## config.mk

```make
export PLATFORM = sky130hd
export DESIGN_NAME = plm_lower_pin_mux
export DESIGN_NICKNAME = d
export VERILOG_FILES = /design/src/plm_pkg.sv /design/src/plm_sync_if.sv /design/src/plm_lower_pin_mux.sv /design/src/plm_pin_sync.sv
export SDC_FILE = /design/constraint.sdc
export NUM_CORES = 1
export LEC_CHECK = 0
export BUFFER_PORTS_ARGS = -buffer_cell sky130_fd_sc_hd__buf_2
export CORE_MARGIN = 3
export CORE_UTILIZATION = 50
export CTS_CLUSTER_DIAMETER = 100
export CTS_CLUSTER_SIZE = 12
export DETAILED_ROUTE_END_ITERATION = 12
export GPL_ROUTABILITY_DRIVEN = 0
export PLACE_DENSITY = 0.77
export SLEW_MARGIN = 40
export SYNTH_ARGS = -nofsm -noshare
export SYNTH_HDL_FRONTEND = slang
export SYNTH_SLANG_ARGS = --single-unit
```

## constraint.sdc

```tcl
create_clock -name i_clk -period 2.1 [get_ports i_clk]
set_clock_uncertainty 0.15 [all_clocks]
set_input_delay 0.315 -clock i_clk [delete_from_list [all_inputs] [get_ports i_clk]]
set_output_delay 0.315 -clock i_clk [all_outputs]
set_load 0.01 [all_outputs]
```

## src/plm_pkg.sv

```systemverilog
package plm_pkg;

	// register byte offsets on the wishbone bus
	localparam logic [7:0]  PLM_ADR_FSEL    = 8'h00;
	localparam logic [7:0]  PLM_ADR_INV     = 8'h04;
	localparam logic [7:0]  PLM_ADR_DIR     = 8'h08;
	localparam logic [7:0]  PLM_ADR_PIN     = 8'h0c;

	// reset values
	localparam logic [15:0] PLM_FSEL_RST    = 16'h0000;
	localparam logic [15:0] PLM_INV_RST     = 16'h0000;
	localparam logic [7:0]  PLM_DIR_RST     = 8'h00;

	// writable bits, everything else reads as zero
	localparam logic [15:0] PLM_FSEL_MASK   = 16'h557d;
	localparam logic [15:0] PLM_INV_MASK    = 16'h0380;

	// function-select field positions
	localparam int          PLM_P7_BIT      = 14;
	localparam int          PLM_P6_BIT      = 12;
	localparam int          PLM_P5_BIT      = 10;
	localparam int          PLM_P4_BIT      = 8;
	localparam int          PLM_P3_BIT      = 6;
	localparam int          PLM_P2_LO       = 4;
	localparam int          PLM_P1_LO       = 2;
	localparam int          PLM_P0_BIT      = 0;

	// invert bit positions
	localparam int          PLM_INV7_BIT    = 7;
	localparam int          PLM_INV8_BIT    = 8;
	localparam int          PLM_INV9_BIT    = 9;

	// number of synchronised pins (lower eight plus pins 8 and 9)
	localparam int          PLM_SYNC_W      = 10;

	typedef enum logic [1:0] {
		PLM_F2_GPIO  = 2'h0,
		PLM_F2_TIMER = 2'h1,
		PLM_F2_IRQ   = 2'h2,
		PLM_F2_RSVD  = 2'h3
	} plm_fn2_t;

endpackage

```

## src/plm_sync_if.sv

```systemverilog
`timescale 1ns/100ps
interface plm_sync_if #(
	parameter int W = 10
);
	logic [W-1:0] raw;
	logic [W-1:0] sync;

	modport sync_side (input raw, output sync);
	modport user_side (output raw, input sync);
endinterface

```

## src/plm_lower_pin_mux.sv

```systemverilog
// How it works
// - bit 14: pin 7 gpio or serial ch2 clock
// - bit 12: pin 6 gpio or conversion end
// - bit 10: pin 5 gpio or trigger 1
// - bit 8: pin 4 gpio or trigger 0
// - bit 6: pin 3 gpio or timer clock b
// - bits 5:4: pin 2 gpio/cc11b/ext_interrupt_7/reserved
// - bits 3:2: pin 1 gpio/cc11a/ext_interrupt_6/reserved
// - bit 0: pin 0 gpio or edge input 10
// - reserved select bits read zero, write zero
// - invert bits 9..7 invert serial clock pins
// - inversion only while pin is serial clock
// - invert register clears on power-on reset only
// - only invert bits 9, 8, 7 writable
// - select register clears on power-on reset only
// - direction bit sets output for gpio/timer/clock
`timescale 1ns/100ps
module plm_lower_pin_mux
	import plm_pkg::*;
(
	input  wire logic        i_clk,
	input  wire logic        i_arst_n,
	input  wire logic        i_ce,
	input  wire logic        i_wb_cyc,
	input  wire logic        i_wb_stb,
	input  wire logic        i_wb_we,
	input  wire logic [7:0]  i_wb_adr,
	input  wire logic [3:0]  i_wb_sel,
	input  wire logic [31:0] i_wb_dat,
	output logic      [31:0] o_wb_dat,
	output logic             o_wb_ack,
	input  wire logic [9:0]  i_pin_in,
	output logic      [7:0]  o_pin_out,
	output logic      [7:0]  o_pin_oe,
	output logic      [1:0]  o_pin_hi_out,
	input  wire logic        i_pin8_sck_sel,
	input  wire logic        i_pin9_sck_sel,
	input  wire logic [7:0]  i_gpio_out,
	output logic      [7:0]  o_gpio_in,
	input  wire logic        i_serial_ch2_clock_out,
	input  wire logic        i_serial_ch3_clock_out,
	input  wire logic        i_serial_ch4_clock_out,
	output logic             o_serial_ch2_clock_in,
	output logic             o_serial_ch3_clock_in,
	output logic             o_serial_ch4_clock_in,
	input  wire logic        i_conversion_end_out,
	output logic             o_conversion_trigger_1,
	output logic             o_conversion_trigger_0,
	output logic             o_timer_ext_clock_b,
	input  wire logic        i_timer_cc_ch11_b_out,
	input  wire logic        i_timer_cc_ch11_a_out,
	output logic             o_timer_cc_ch11_b_in,
	output logic             o_timer_cc_ch11_a_in,
	output logic             o_ext_interrupt_7_n,
	output logic             o_ext_interrupt_6_n,
	output logic             o_timer_edge_input_10
);
	typedef struct packed {
		logic [15:0] fsel;
		logic [15:0] inv;
		logic [7:0]  dir;
		logic        ack;
		logic [31:0] rdata;
		logic [7:0]  pout;
		logic [7:0]  poe;
		logic [1:0]  hout;
		logic [7:0]  gin;
		logic        serial_ch2_clock_in;
		logic        serial_ch3_clock_in;
		logic        serial_ch4_clock_in;
		logic        trig1;
		logic        trig0;
		logic        timer_ext_clock_b;
		logic        cc11b_in;
		logic        cc11a_in;
		logic        ext_interrupt_7_n;
		logic        ext_interrupt_6_n;
		logic        timer_edge_input_10;
	} plm_state_t;

	plm_state_t r_reg;
	plm_state_t r_next;

	plm_sync_if #(.W(PLM_SYNC_W)) pins_if ();

	plm_pin_sync #(
		.W (PLM_SYNC_W)
	) u_sync (
		.i_clk    (i_clk),
		.i_arst_n (i_arst_n),
		.i_ce     (i_ce),
		.io_pins  (pins_if.sync_side)
	);

	assign pins_if.raw = i_pin_in;

	logic [9:0]  pin_s;
	logic [7:0]  word_adr;
	logic        req;
	logic        wr_commit;
	plm_fn2_t    fn2;
	plm_fn2_t    fn1;
	logic        sel7;

	assign pin_s     = pins_if.sync;
	assign word_adr  = {i_wb_adr[7:2], 2'b00};
	assign req       = i_wb_cyc && i_wb_stb;
	// write lands at the edge where the master sees ack
	assign wr_commit = req && i_wb_we && r_reg.ack;
	assign fn2       = plm_fn2_t'(r_reg.fsel[PLM_P2_LO+1:PLM_P2_LO]);
	assign fn1       = plm_fn2_t'(r_reg.fsel[PLM_P1_LO+1:PLM_P1_LO]);
	assign sel7      = r_reg.fsel[PLM_P7_BIT];

	always_comb
	begin
		r_next = r_reg;

		// registered ack: one wait state, dropped the cycle after
		r_next.ack = req && !r_reg.ack;
		if (req && !r_reg.ack && !i_wb_we)
		begin
			case (word_adr)
				PLM_ADR_FSEL: r_next.rdata = {16'h0000, r_reg.fsel & PLM_FSEL_MASK};
				PLM_ADR_INV:  r_next.rdata = {16'h0000, r_reg.inv & PLM_INV_MASK};
				PLM_ADR_DIR:  r_next.rdata = {24'h000000, r_reg.dir};
				PLM_ADR_PIN:  r_next.rdata = {22'h000000, pin_s};
				default:      r_next.rdata = 32'h00000000;
			endcase
		end

		if (wr_commit)
		begin
			case (word_adr)
				PLM_ADR_FSEL:
				begin
					if (i_wb_sel[0])
						r_next.fsel[7:0] = i_wb_dat[7:0] & PLM_FSEL_MASK[7:0];
					if (i_wb_sel[1])
						r_next.fsel[15:8] = i_wb_dat[15:8] & PLM_FSEL_MASK[15:8];
				end
				PLM_ADR_INV:
				begin
					if (i_wb_sel[0])
						r_next.inv[7:0] = i_wb_dat[7:0] & PLM_INV_MASK[7:0];
					if (i_wb_sel[1])
						r_next.inv[15:8] = i_wb_dat[15:8] & PLM_INV_MASK[15:8];
				end
				PLM_ADR_DIR:
				begin
					if (i_wb_sel[0])
						r_next.dir = i_wb_dat[7:0];
				end
				default:
				begin
					r_next.dir = r_reg.dir;
				end
			endcase
		end

		// pin 7: gpio or serial ch2 clock, direction from dir bit
		r_next.poe[7] = r_reg.dir[7];
		if (sel7)
			r_next.pout[7] = i_serial_ch2_clock_out ^ r_reg.inv[PLM_INV7_BIT];
		else
			r_next.pout[7] = i_gpio_out[7];

		// pin 6: conversion end always drives
		if (r_reg.fsel[PLM_P6_BIT])
		begin
			r_next.pout[6] = i_conversion_end_out;
			r_next.poe[6]  = 1'b1;
		end
		else
		begin
			r_next.pout[6] = i_gpio_out[6];
			r_next.poe[6]  = r_reg.dir[6];
		end

		// pins 5, 4, 3, 0: peripheral inputs, pin never driven while its function is selected
		r_next.pout[5] = i_gpio_out[5];
		r_next.poe[5]  = r_reg.dir[5] && !r_reg.fsel[PLM_P5_BIT];
		r_next.pout[4] = i_gpio_out[4];
		r_next.poe[4]  = r_reg.dir[4] && !r_reg.fsel[PLM_P4_BIT];
		r_next.pout[3] = i_gpio_out[3];
		r_next.poe[3]  = r_reg.dir[3] && !r_reg.fsel[PLM_P3_BIT];
		r_next.pout[0] = i_gpio_out[0];
		r_next.poe[0]  = r_reg.dir[0] && !r_reg.fsel[PLM_P0_BIT];

		// pin 2; reserved code leaves the pin undriven as a safe fallback
		case (fn2)
			PLM_F2_GPIO:
			begin
				r_next.pout[2] = i_gpio_out[2];
				r_next.poe[2]  = r_reg.dir[2];
			end
			PLM_F2_TIMER:
			begin
				r_next.pout[2] = i_timer_cc_ch11_b_out;
				r_next.poe[2]  = r_reg.dir[2];
			end
			default:
			begin
				r_next.pout[2] = 1'b0;
				r_next.poe[2]  = 1'b0;
			end
		endcase

		// pin 1, same scheme as pin 2
		case (fn1)
			PLM_F2_GPIO:
			begin
				r_next.pout[1] = i_gpio_out[1];
				r_next.poe[1]  = r_reg.dir[1];
			end
			PLM_F2_TIMER:
			begin
				r_next.pout[1] = i_timer_cc_ch11_a_out;
				r_next.poe[1]  = r_reg.dir[1];
			end
			default:
			begin
				r_next.pout[1] = 1'b0;
				r_next.poe[1]  = 1'b0;
			end
		endcase

		// pins 8, 9: upper selector owns direction, only inversion here
		r_next.hout[0] = i_serial_ch3_clock_out
			^ (i_pin8_sck_sel && r_reg.inv[PLM_INV8_BIT]);
		r_next.hout[1] = i_serial_ch4_clock_out
			^ (i_pin9_sck_sel && r_reg.inv[PLM_INV9_BIT]);

		// peripheral inputs, parked inactive when unselected
		r_next.gin      = pin_s[7:0];
		r_next.serial_ch2_clock_in  = sel7 && (pin_s[7] ^ r_reg.inv[PLM_INV7_BIT]);
		r_next.serial_ch3_clock_in  = i_pin8_sck_sel && (pin_s[8] ^ r_reg.inv[PLM_INV8_BIT]);
		r_next.serial_ch4_clock_in  = i_pin9_sck_sel && (pin_s[9] ^ r_reg.inv[PLM_INV9_BIT]);
		r_next.trig1    = r_reg.fsel[PLM_P5_BIT] && pin_s[5];
		r_next.trig0    = r_reg.fsel[PLM_P4_BIT] && pin_s[4];
		r_next.timer_ext_clock_b    = r_reg.fsel[PLM_P3_BIT] && pin_s[3];
		r_next.cc11b_in = (fn2 == PLM_F2_TIMER) && pin_s[2];
		r_next.cc11a_in = (fn1 == PLM_F2_TIMER) && pin_s[1];
		r_next.ext_interrupt_7_n   = (fn2 == PLM_F2_IRQ) ? pin_s[2] : 1'b1;
		r_next.ext_interrupt_6_n   = (fn1 == PLM_F2_IRQ) ? pin_s[1] : 1'b1;
		r_next.timer_edge_input_10     = r_reg.fsel[PLM_P0_BIT] && pin_s[0];
	end

	// async reset stands for power-on and hardware standby; no other reset reaches here
	always_ff @(posedge i_clk or negedge i_arst_n)
	begin
		if (!i_arst_n)
		begin
			r_reg        <= '0;
			r_reg.fsel   <= PLM_FSEL_RST;
			r_reg.inv    <= PLM_INV_RST;
			r_reg.dir    <= PLM_DIR_RST;
			r_reg.ext_interrupt_7_n <= 1'b1;
			r_reg.ext_interrupt_6_n <= 1'b1;
		end
		else if (i_ce)
			r_reg <= r_next;
	end

	// every pin-facing output comes from a flop, so a select change cannot glitch
	assign o_wb_dat               = r_reg.rdata;
	// gated by ce so the master never takes an ack on a frozen edge, where no write lands
	assign o_wb_ack               = r_reg.ack && i_ce;
	assign o_pin_out              = r_reg.pout;
	assign o_pin_oe               = r_reg.poe;
	assign o_pin_hi_out           = r_reg.hout;
	assign o_gpio_in              = r_reg.gin;
	assign o_serial_ch2_clock_in  = r_reg.serial_ch2_clock_in;
	assign o_serial_ch3_clock_in  = r_reg.serial_ch3_clock_in;
	assign o_serial_ch4_clock_in  = r_reg.serial_ch4_clock_in;
	assign o_conversion_trigger_1 = r_reg.trig1;
	assign o_conversion_trigger_0 = r_reg.trig0;
	assign o_timer_ext_clock_b    = r_reg.timer_ext_clock_b;
	assign o_timer_cc_ch11_b_in   = r_reg.cc11b_in;
	assign o_timer_cc_ch11_a_in   = r_reg.cc11a_in;
	assign o_ext_interrupt_7_n    = r_reg.ext_interrupt_7_n;
	assign o_ext_interrupt_6_n    = r_reg.ext_interrupt_6_n;
	assign o_timer_edge_input_10  = r_reg.timer_edge_input_10;
endmodule

```

## src/plm_pin_sync.sv

```systemverilog
`timescale 1ns/100ps
module plm_pin_sync
	import plm_pkg::*;
#(
	parameter int W = 10
)(
	input  wire logic       i_clk,
	input  wire logic       i_arst_n,
	input  wire logic       i_ce,
	plm_sync_if.sync_side   io_pins
);
	typedef struct packed {
		logic [W-1:0] s1;
		logic [W-1:0] s2;
	} plm_sync_state_t;

	plm_sync_state_t r_reg;
	plm_sync_state_t r_next;

	// first stage feeds only the second stage
	always_comb
	begin
		r_next    = r_reg;
		r_next.s1 = io_pins.raw;
		r_next.s2 = r_reg.s1;
	end

	always_ff @(posedge i_clk or negedge i_arst_n)
	begin
		if (!i_arst_n)
			r_reg <= '0;
		else if (i_ce)
			r_reg <= r_next;
	end

	assign io_pins.sync = r_reg.s2;
endmodule

```

**After elaboration in Yosys (flattened, before gate mapping)**

Cells that the tools add are included.

- Bitwise gates (word level): 6
- Multiplexer cells: 10
- Equal/unequal tests: 7
- Reductions and logical operators: 38

Operators with widths:

| cell | number |
|---|---|
| $pmux 15 s4 | 1 |
| $logic_and 1x1->1 | 21 |
| $reduce_and 4->1 | 5 |
| $eq 6x2->1 const B | 2 |
| $logic_not 8->1 | 1 |
| $mux 1 | 7 |
| $eq 6x1->1 const B | 1 |
| $logic_not 1->1 | 6 |
| $xor 1x1->1 | 6 |
| $eq 2x1->1 const B | 2 |
| $eq 2x2->1 const B | 2 |
| $logic_not 2->1 | 2 |
| $pmux 1 s2 | 2 |
| $reduce_or 2->1 | 2 |
| $reduce_and 2->1 | 1 |

- Register bits: 111
- Word-level logic and storage cells: 85
- Input port bits: 76
- Output and inout bits: 70

**Longest topological paths before layout**

Gate-level depths: netlist (run 1).

- Word-level depth: 4
- Depth in mapped cells: 7
- Mapped depth without buffers: 4

**Modules after synthesis**

From an unflattened synthesis (run 1), not the netlist that was laid out.

- Cells, all modules: 352
- Area, all modules: 4431.8 um^2

By module, submodules not included:

| module | cells an instance | sequential area each (um^2) | times used | area each (um^2) |
|---|---|---|---|---|
| plm_lower_pin_mux | 310 | 1804.2 | 1 | 3608.5 |
| plm_pin_sync | 42 | 500.5 | 1 | 823.3 |

**Worst setup path before layout (run 1)**

OpenSTA, ideal clock, no wires.

- Path type: input to register
- From: in i_ce
- To: reg r_reg (netlist bit r_next[28])
- Data required time: 1825 ps
- Buffers on the path: 1
- Stages on the path: 5
- Setup time: 125 ps
- Data arrival time: 1463 ps
- Slack: 362 ps
- Cell sequence: buf_2 > and4_1 > nand3_1 > nor2_2 > mux2_2

- Longest elaborated chain between the ends: 1

Ends and longest elaborated chain:

| element | line | text |
|---|---|---|
| from (decl) | plm_lower_pin_mux.sv:23 | `input wire logic i_ce,` |
| $reduce_and 4->1 (no line) | -- |  |
| to (signal assigned) | plm_lower_pin_mux.sv:261 | `r_reg <= r_next;` |
| to (decl) | plm_lower_pin_mux.sv:81 | `plm_state_t r_reg;` |

No other way between the ends.
A chain may end at the register's enable or synchronous reset.

**Final worst setup path (run 1)**

- From: reg r_reg[69] in the netlist's numbering
- To: reg r_reg[94] in the netlist's numbering

- Longest elaborated chain between the ends: 2

Ends and longest elaborated chain:

| element | line | text |
|---|---|---|
| $logic_and 1x1->1 | plm_lower_pin_mux.sv:109 | `assign wr_commit = req && i_wb_we && r_reg.ack;` |
| $reduce_and 4->1 (no line) | -- |  |

No other way between the ends.

==> results of run 1 <==
==> layout make-up <==
cell class              count  share of cell area (%)
clock buffers              12                    2.97
clock inverters             4                    2.46
inverters                  15                    1.15
multi-input cells         206                    30.9
flip-flops and latches     92                    47.2
well taps                 105                    2.69
repair buffers            111                    12.7
==> power by group through the flow <==
stage / sequential (mW) / combinational, mW / clock (mW)
after global routing: 1.97 / 0.438 / 1.65
after floorplan: 1.97 / 0.317 / 0
final: 1.95 / 0.393 / 1.54
after detailed placement: 1.99 / 0.399 / 0
after global placement: 1.99 / 0.390 / 0
after CTS: 1.96 / 0.402 / 1.58
==> path summary, 6_finish.rpt <==
kind,cells after the start,endpoint
min in group asynchronous,2,o_pin_hi_out[1]
min,2,u_sync.r_next[0]
max reg2reg,4,r_reg[94]
max in group asynchronous,3,u_sync.r_next[4]
max,4,r_reg[94]
min reg2reg,2,o_wb_dat[6]
==> kinds of logic after synthesis <==
logic type      after synthesis  share of synthesized area, %
simple gates                 67                          8.33
xor+xnor                      6                          1.22
flops                        92                          53.7
buf+inv                      88                          12.8
compound gates               43                          5.39
mux                          71                          18.5
other cells                   1                        0.0873
==> per-layer routing <==
metal  up-vias  global-route usage (%)  wire (microns)
met2        87                    28.8            3980
met5         -                       0               0
li1       1302                       -               -
met1      1343                    24.4            3670
met3        10                    4.67             531
met4         0                    5.99             100
==> placed cells by master, fill, tap and decap left out, drive strengths merged <==
cell and count:
a21oi 14, a22o 3, a22oi 1, and2 2, and4 1, buf 110, bufinv 4, clkbuf 12
conb 19, dfrtp 90, dfstp 2, dlygate4sd3 1, inv 15, mux2 60, mux2i 11, nand2 15
nand2b 1, nand3 11, nand3b 7, nand4b 2, nor2 22, nor3 1, nor3b 2, nor4 1
o21ai 24, o31ai 1, or3 2, xnor2 1, xor2 5
==> through the flow <==
| stage | hold slack (ns) | util [%] |
|---|---|---|
| finish | 0.0379 | 58.8 |
| global route | 0.0226 | 58.8 |
| CTS | 0.0199 | 58.8 |
| detailed placement | 0.172 | 55.5 |
| global placement | 0.164 | 55.5 |
| floorplan | -0.131 | - |
==> impl_metrics.env, run 1 <==
export IMPL_tritoncts="done"
export IMPL_r2r_start="r_reg[69]"
export IMPL_clk_pin_slew_ns=0.09
export IMPL_p_seq_share_pct=50.3
export IMPL_critPathKind="register to register"
export IMPL_p_int_mw=3.02
export IMPL_wl_per_cell_microns=15.2
export IMPL_post_place_cells=528
export IMPL_yosysMostFrequentCell="dfrtp_1"
export IMPL_area_growth_pct=13.7
export IMPL_grt_usage_pct=18.1
export IMPL_synthDistinctLibCells=33
export IMPL_period_minus_slack_ns=1.79
export IMPL_yosys_warnings=0
export IMPL_post_cts_buffers=0
export IMPL_avgSynthCellArea_sq_um=11.7
export IMPL_crit_fanout=6
export IMPL_cp_start_kind="register"
export IMPL_postLayoutSetupSlackWorst_ns=0.310
export IMPL_worstPathRequired_ns=2.19
export IMPL_drt_iter0_drc=88
export IMPL_cts_max_level=3
export IMPL_grt_max_degree=78
export IMPL_yosysTopAreaCellShare_pct=52.4
export IMPL_synth_commonest_cells="90 x dfrtp_1, 58 x buf_4, 58 x mux2_2, 24 x o21ai_0, 20 x nor2_1"
export IMPL_min_from="i_pin_in[0]"
export IMPL_fp_dieArea_sq_mm=0.00974
export IMPL_synth_top_area_cell="dfrtp_1"
export IMPL_leakage_nw=2.38
export IMPL_fin_cells=545
export IMPL_p_sw_uw=868
export IMPL_r2r_slack_ns=0.31
export IMPL_ys_seq_area_share_pct=53.7
export IMPL_cp_data_arrival_time_ns=1.88
export IMPL_num_antenna_cells=0
export IMPL_grt_pass1_vias=2733
export IMPL_ant_nets=0
export IMPL_crit_family="simple AND/OR/NAND/NOR gates"
export IMPL_post_place_ws_ns=0.0656
export IMPL_rsz0062_at_grt="no"
export IMPL_fill_cells=725
export IMPL_p_per_area_mw_per_mm2=796
export IMPL_overflow=0
export IMPL_die_x_microns=98.7
export IMPL_drt_total_wl_microns=8280
export IMPL_maxSlewViolCount=0
export IMPL_fin_area_sq_mm=0.00488
export IMPL_clock_path_buffers=2
export IMPL_grt_pass1_wl_microns=13900
export IMPL_cts_repair_resized=0
export IMPL_remaining_drc_errors=0
export IMPL_die_h_microns=98.7
export IMPL_tightest_slew_ns=0.510
export IMPL_antenna_found_initial=0
export IMPL_cts_buffers=9
export IMPL_hold_viol=0
export IMPL_synthArstFlopShare_pct=100
export IMPL_io_pins=146
export IMPL_largest_register_ffs=17
export IMPL_avgViaCountPerCell=5.03
export IMPL_cp_end_kind="register"
export IMPL_std_cell_rows=33
export IMPL_ctsHoldBuffers=1
export IMPL_critPathBufInv=0
export IMPL_multi_input_comb_area_sq_mm=0.00151
export IMPL_clk_latency_ns=0.35
export IMPL_max_freq_mhz=559
export IMPL_ir_drop_uv=387
export IMPL_crit_path_max_incr_delay_ns=0.39
export IMPL_cp_startpoint="r_reg[69]"
export IMPL_hold_path_class="input port to register"
export IMPL_fin_tns_setup_ns=0
export IMPL_cap_violations=0
export IMPL_nets=511
export IMPL_finalCritPeriodShare_pct=85.2
export IMPL_placedInstanceArea_sq_mm=0.00461
export IMPL_drive_gt1_share_pct=43.4
export IMPL_dp_final_hpwl_microns=6010
export IMPL_status="finished, final reports clean"
export IMPL_dr_pass1_iters=4
export IMPL_synth_area_top_cells="dfrtp_1 52%, mux2_2 15%, buf_4 10%"
export IMPL_netSwitchingFraction_pct=22.3
export IMPL_crit_slowest_cell="dfrtp_1"
export IMPL_setup_viol=0
export IMPL_p_total_mw=3.89
export IMPL_regArea_sq_mm=0.00230
export IMPL_cts_sinks=92
export IMPL_synth_ff_type="dfrtp_1"
export IMPL_initial_utilization_pct=51.8
export IMPL_vias=2742
export IMPL_synth_edf_count=0
export IMPL_cts_root_buffer="clkbuf_8"
export IMPL_syn_inst=368
export IMPL_clkPwrFrac_pct=39.6
export IMPL_ys_ff_latch=92
export IMPL_p_comb_share_pct=10.1
export IMPL_worstPathCellList="and4_1 -> nand3_1 -> nor2_2 -> mux2_2"
export IMPL_synth_cell_area_sq_mm=0.00430
export IMPL_core_region_area_sq_mm=0.00830
export IMPL_max_slew_margin_pct=66.0
export IMPL_numPortBuffers=103
No activity file was read; power rests on OpenSTA's default activity.
==> run 2: changes to the inputs <==
CORE_UTILIZATION = 45   (was 50)
PLACE_DENSITY = 0.73   (was 0.77)
clock period = 1.5 ns   (was 2.1 ns; I/O delays follow)
==> impl_metrics.env, run 2 (synthesis gave the netlist of run 1 again) <==
export IMPL_nets=557
export IMPL_fin_tns_setup_ns=-1.50
export IMPL_ir_drop_uv=607
export IMPL_initial_utilization_pct=46.5
export IMPL_max_freq_mhz=613
export IMPL_tritoncts="done"
export IMPL_cts_buffers=9
export IMPL_crit_family="simple AND/OR/NAND/NOR gates"
export IMPL_overflow=0
export IMPL_clk_latency_ns=0.36
export IMPL_clk_pin_slew_ns=0.08
export IMPL_postLayoutSetupSlackWorst_ns=-0.130
export IMPL_p_per_area_mw_per_mm2=955
export IMPL_setup_viol=27
export IMPL_core_region_area_sq_mm=0.00924
export IMPL_cap_violations=0
export IMPL_drive_gt1_share_pct=44.2
export IMPL_grt_max_degree=42
export IMPL_leakage_nw=2.59
export IMPL_p_int_mw=3.89
export IMPL_cts_root_buffer="clkbuf_8"
export IMPL_finalCritPeriodShare_pct=109
export IMPL_hold_path_class="input port to register"
export IMPL_remaining_drc_errors=0
export IMPL_critPathBufInv=0
export IMPL_vias=2956
export IMPL_drt_iter0_drc=139
export IMPL_cts_max_level=3
export IMPL_area_growth_pct=25.5
export IMPL_grt_usage_pct=17.4
export IMPL_crit_slowest_cell="dfrtp_1"
export IMPL_critPathKind="register to register"
export IMPL_io_pins=146
export IMPL_dp_final_hpwl_microns=6690
export IMPL_clock_path_buffers=2
export IMPL_p_comb_share_pct=12.8
export IMPL_clkPwrFrac_pct=34.0
export IMPL_fill_cells=797
export IMPL_final_common_cell="buf_2"
export IMPL_ant_nets=0
export IMPL_num_antenna_cells=0
export IMPL_status="complete, but fails checks"
export IMPL_cp_end_kind="register"
export IMPL_netSwitchingFraction_pct=24.4
export IMPL_worstPathCellList="and4_4 -> nand3_4 -> or3_4 -> mux2_4"
export IMPL_p_sw_mw=1.26
export IMPL_worstPathRequired_ns=1.58
export IMPL_cts_sinks=92
export IMPL_cp_start_kind="register"
export IMPL_dr_pass1_iters=4
export IMPL_fp_dieArea_sq_mm=0.0108
export IMPL_std_cell_rows=35
export IMPL_largest_register_ffs=17
export IMPL_cp_data_arrival_time_ns=1.71
export IMPL_grt_pass1_vias=3051
export IMPL_grt_pass1_wl_microns=15100
export IMPL_maxSlewViolCount=0
export IMPL_rsz0062_at_grt="yes"
export IMPL_period_minus_slack_ns=1.63
export IMPL_layout_common_cells="101 x buf_2, 90 x dfrtp_1, 44 x mux2_2"
export IMPL_violations="negative setup slack"
export IMPL_crit_path_max_incr_delay_ns=0.37
export IMPL_multi_input_comb_area_sq_mm=0.00161
export IMPL_avgViaCountPerCell=4.81
export IMPL_hold_slack_ns=0.0310
export IMPL_die_x_microns=104
export IMPL_numPortBuffers=103
export IMPL_die_h_microns=104
export IMPL_antenna_found_initial=0
export IMPL_p_seq_share_pct=53.2
export IMPL_drt_total_wl_microns=9350
export IMPL_crit_fanout=3
export IMPL_regArea_sq_mm=0.00230
export IMPL_hold_viol=0
export IMPL_wl_per_cell_microns=15.2
-- run 2: power by group through the flow --
stage	registers, mW	logic (mW)	clock network (mW)
after floorplan	2.75	0.446	0
after global placement	2.78	0.572	0
after detailed placement	2.79	0.588	0
after CTS	2.74	0.654	1.81
after global routing	2.76	0.720	1.90
final	2.74	0.659	1.75
-- run 2: tightest hold or removal path, cell delays in order --
cell and delay (ns):
buf_2 0.08, mux2i_1 0.05, a21oi_1 0.14
-- run 2: worst paths after layout --
path / startpoint / endpoint / slack [ns] / cells past startpoint
min in group asynchronous: i_arst_n / o_pin_out[2] / 0.15 / 2
setup reg to reg: r_reg[69] / r_reg[87] / -0.13 / 4
max in group asynchronous: i_arst_n / u_sync.io_pins.sync[6] / 0.51 / 3
setup / recovery: r_reg[69] / r_reg[87] / -0.13 / 4
hold / removal: i_gpio_out[6] / o_pin_out[6] / 0.03 / 3
hold reg to reg: o_wb_dat[5] / o_wb_dat[5] / 0.33 / 2
-- run 2: area by class of cell --
cell class / instances / area share (%)
clock buffers: 13 / 3.13
clock inverters: 3 / 0.812
inverters: 15 / 1.04
multi-input cells: 206 / 29.9
flip-flops and latches: 92 / 42.7
well taps: 129 / 2.99
repair buffers: 157 / 19.4
-- run 2: repair_timing --
| action | 4_1_cts | 5_1_grt |
|---|---|---|
| buffers inserted | 2 | 1 |
| endpoints found under the setup margin | 32 | 35 |
| gates resized for setup | 6 | 23 |
| endpoints found under the hold margin | 128 | 0 |
| gates cloned | 0 | 0 |
| pin swaps | 2 | 2 |
| hold buffers | 30 | 0 |
-- run 2: per-stage QoR --
step	cell area, sq um	setup slack (ns)	power (mW)	instances	util (%)
2_1_floorplan	4370	-0.0960	3.20	386	-
4_1_cts	5290	-0.114	5.21	614	57.2
3_5_place_dp	4730	-0.339	3.38	566	51.2
3_3_place_gp	4730	-0.292	3.35	566	51.2
6_report	5390	-0.130	5.15	615	58.3
5_1_grt	5390	-0.175	5.38	615	58.3
-- run 2: layer usage --
layer | part of all wire (%) | wire length, microns | vias to the layer above | global-route usage [%]
met3 | 6.3 | 586 | 8 | 5.67
met4 | 0.51 | 48 | 0 | 3.89
met5 | 0 | 0 | - | 0
met2 | 49 | 4590 | 96 | 28.8
met1 | 44 | 4130 | 1461 | 22.4
li1 | - | - | 1391 | -
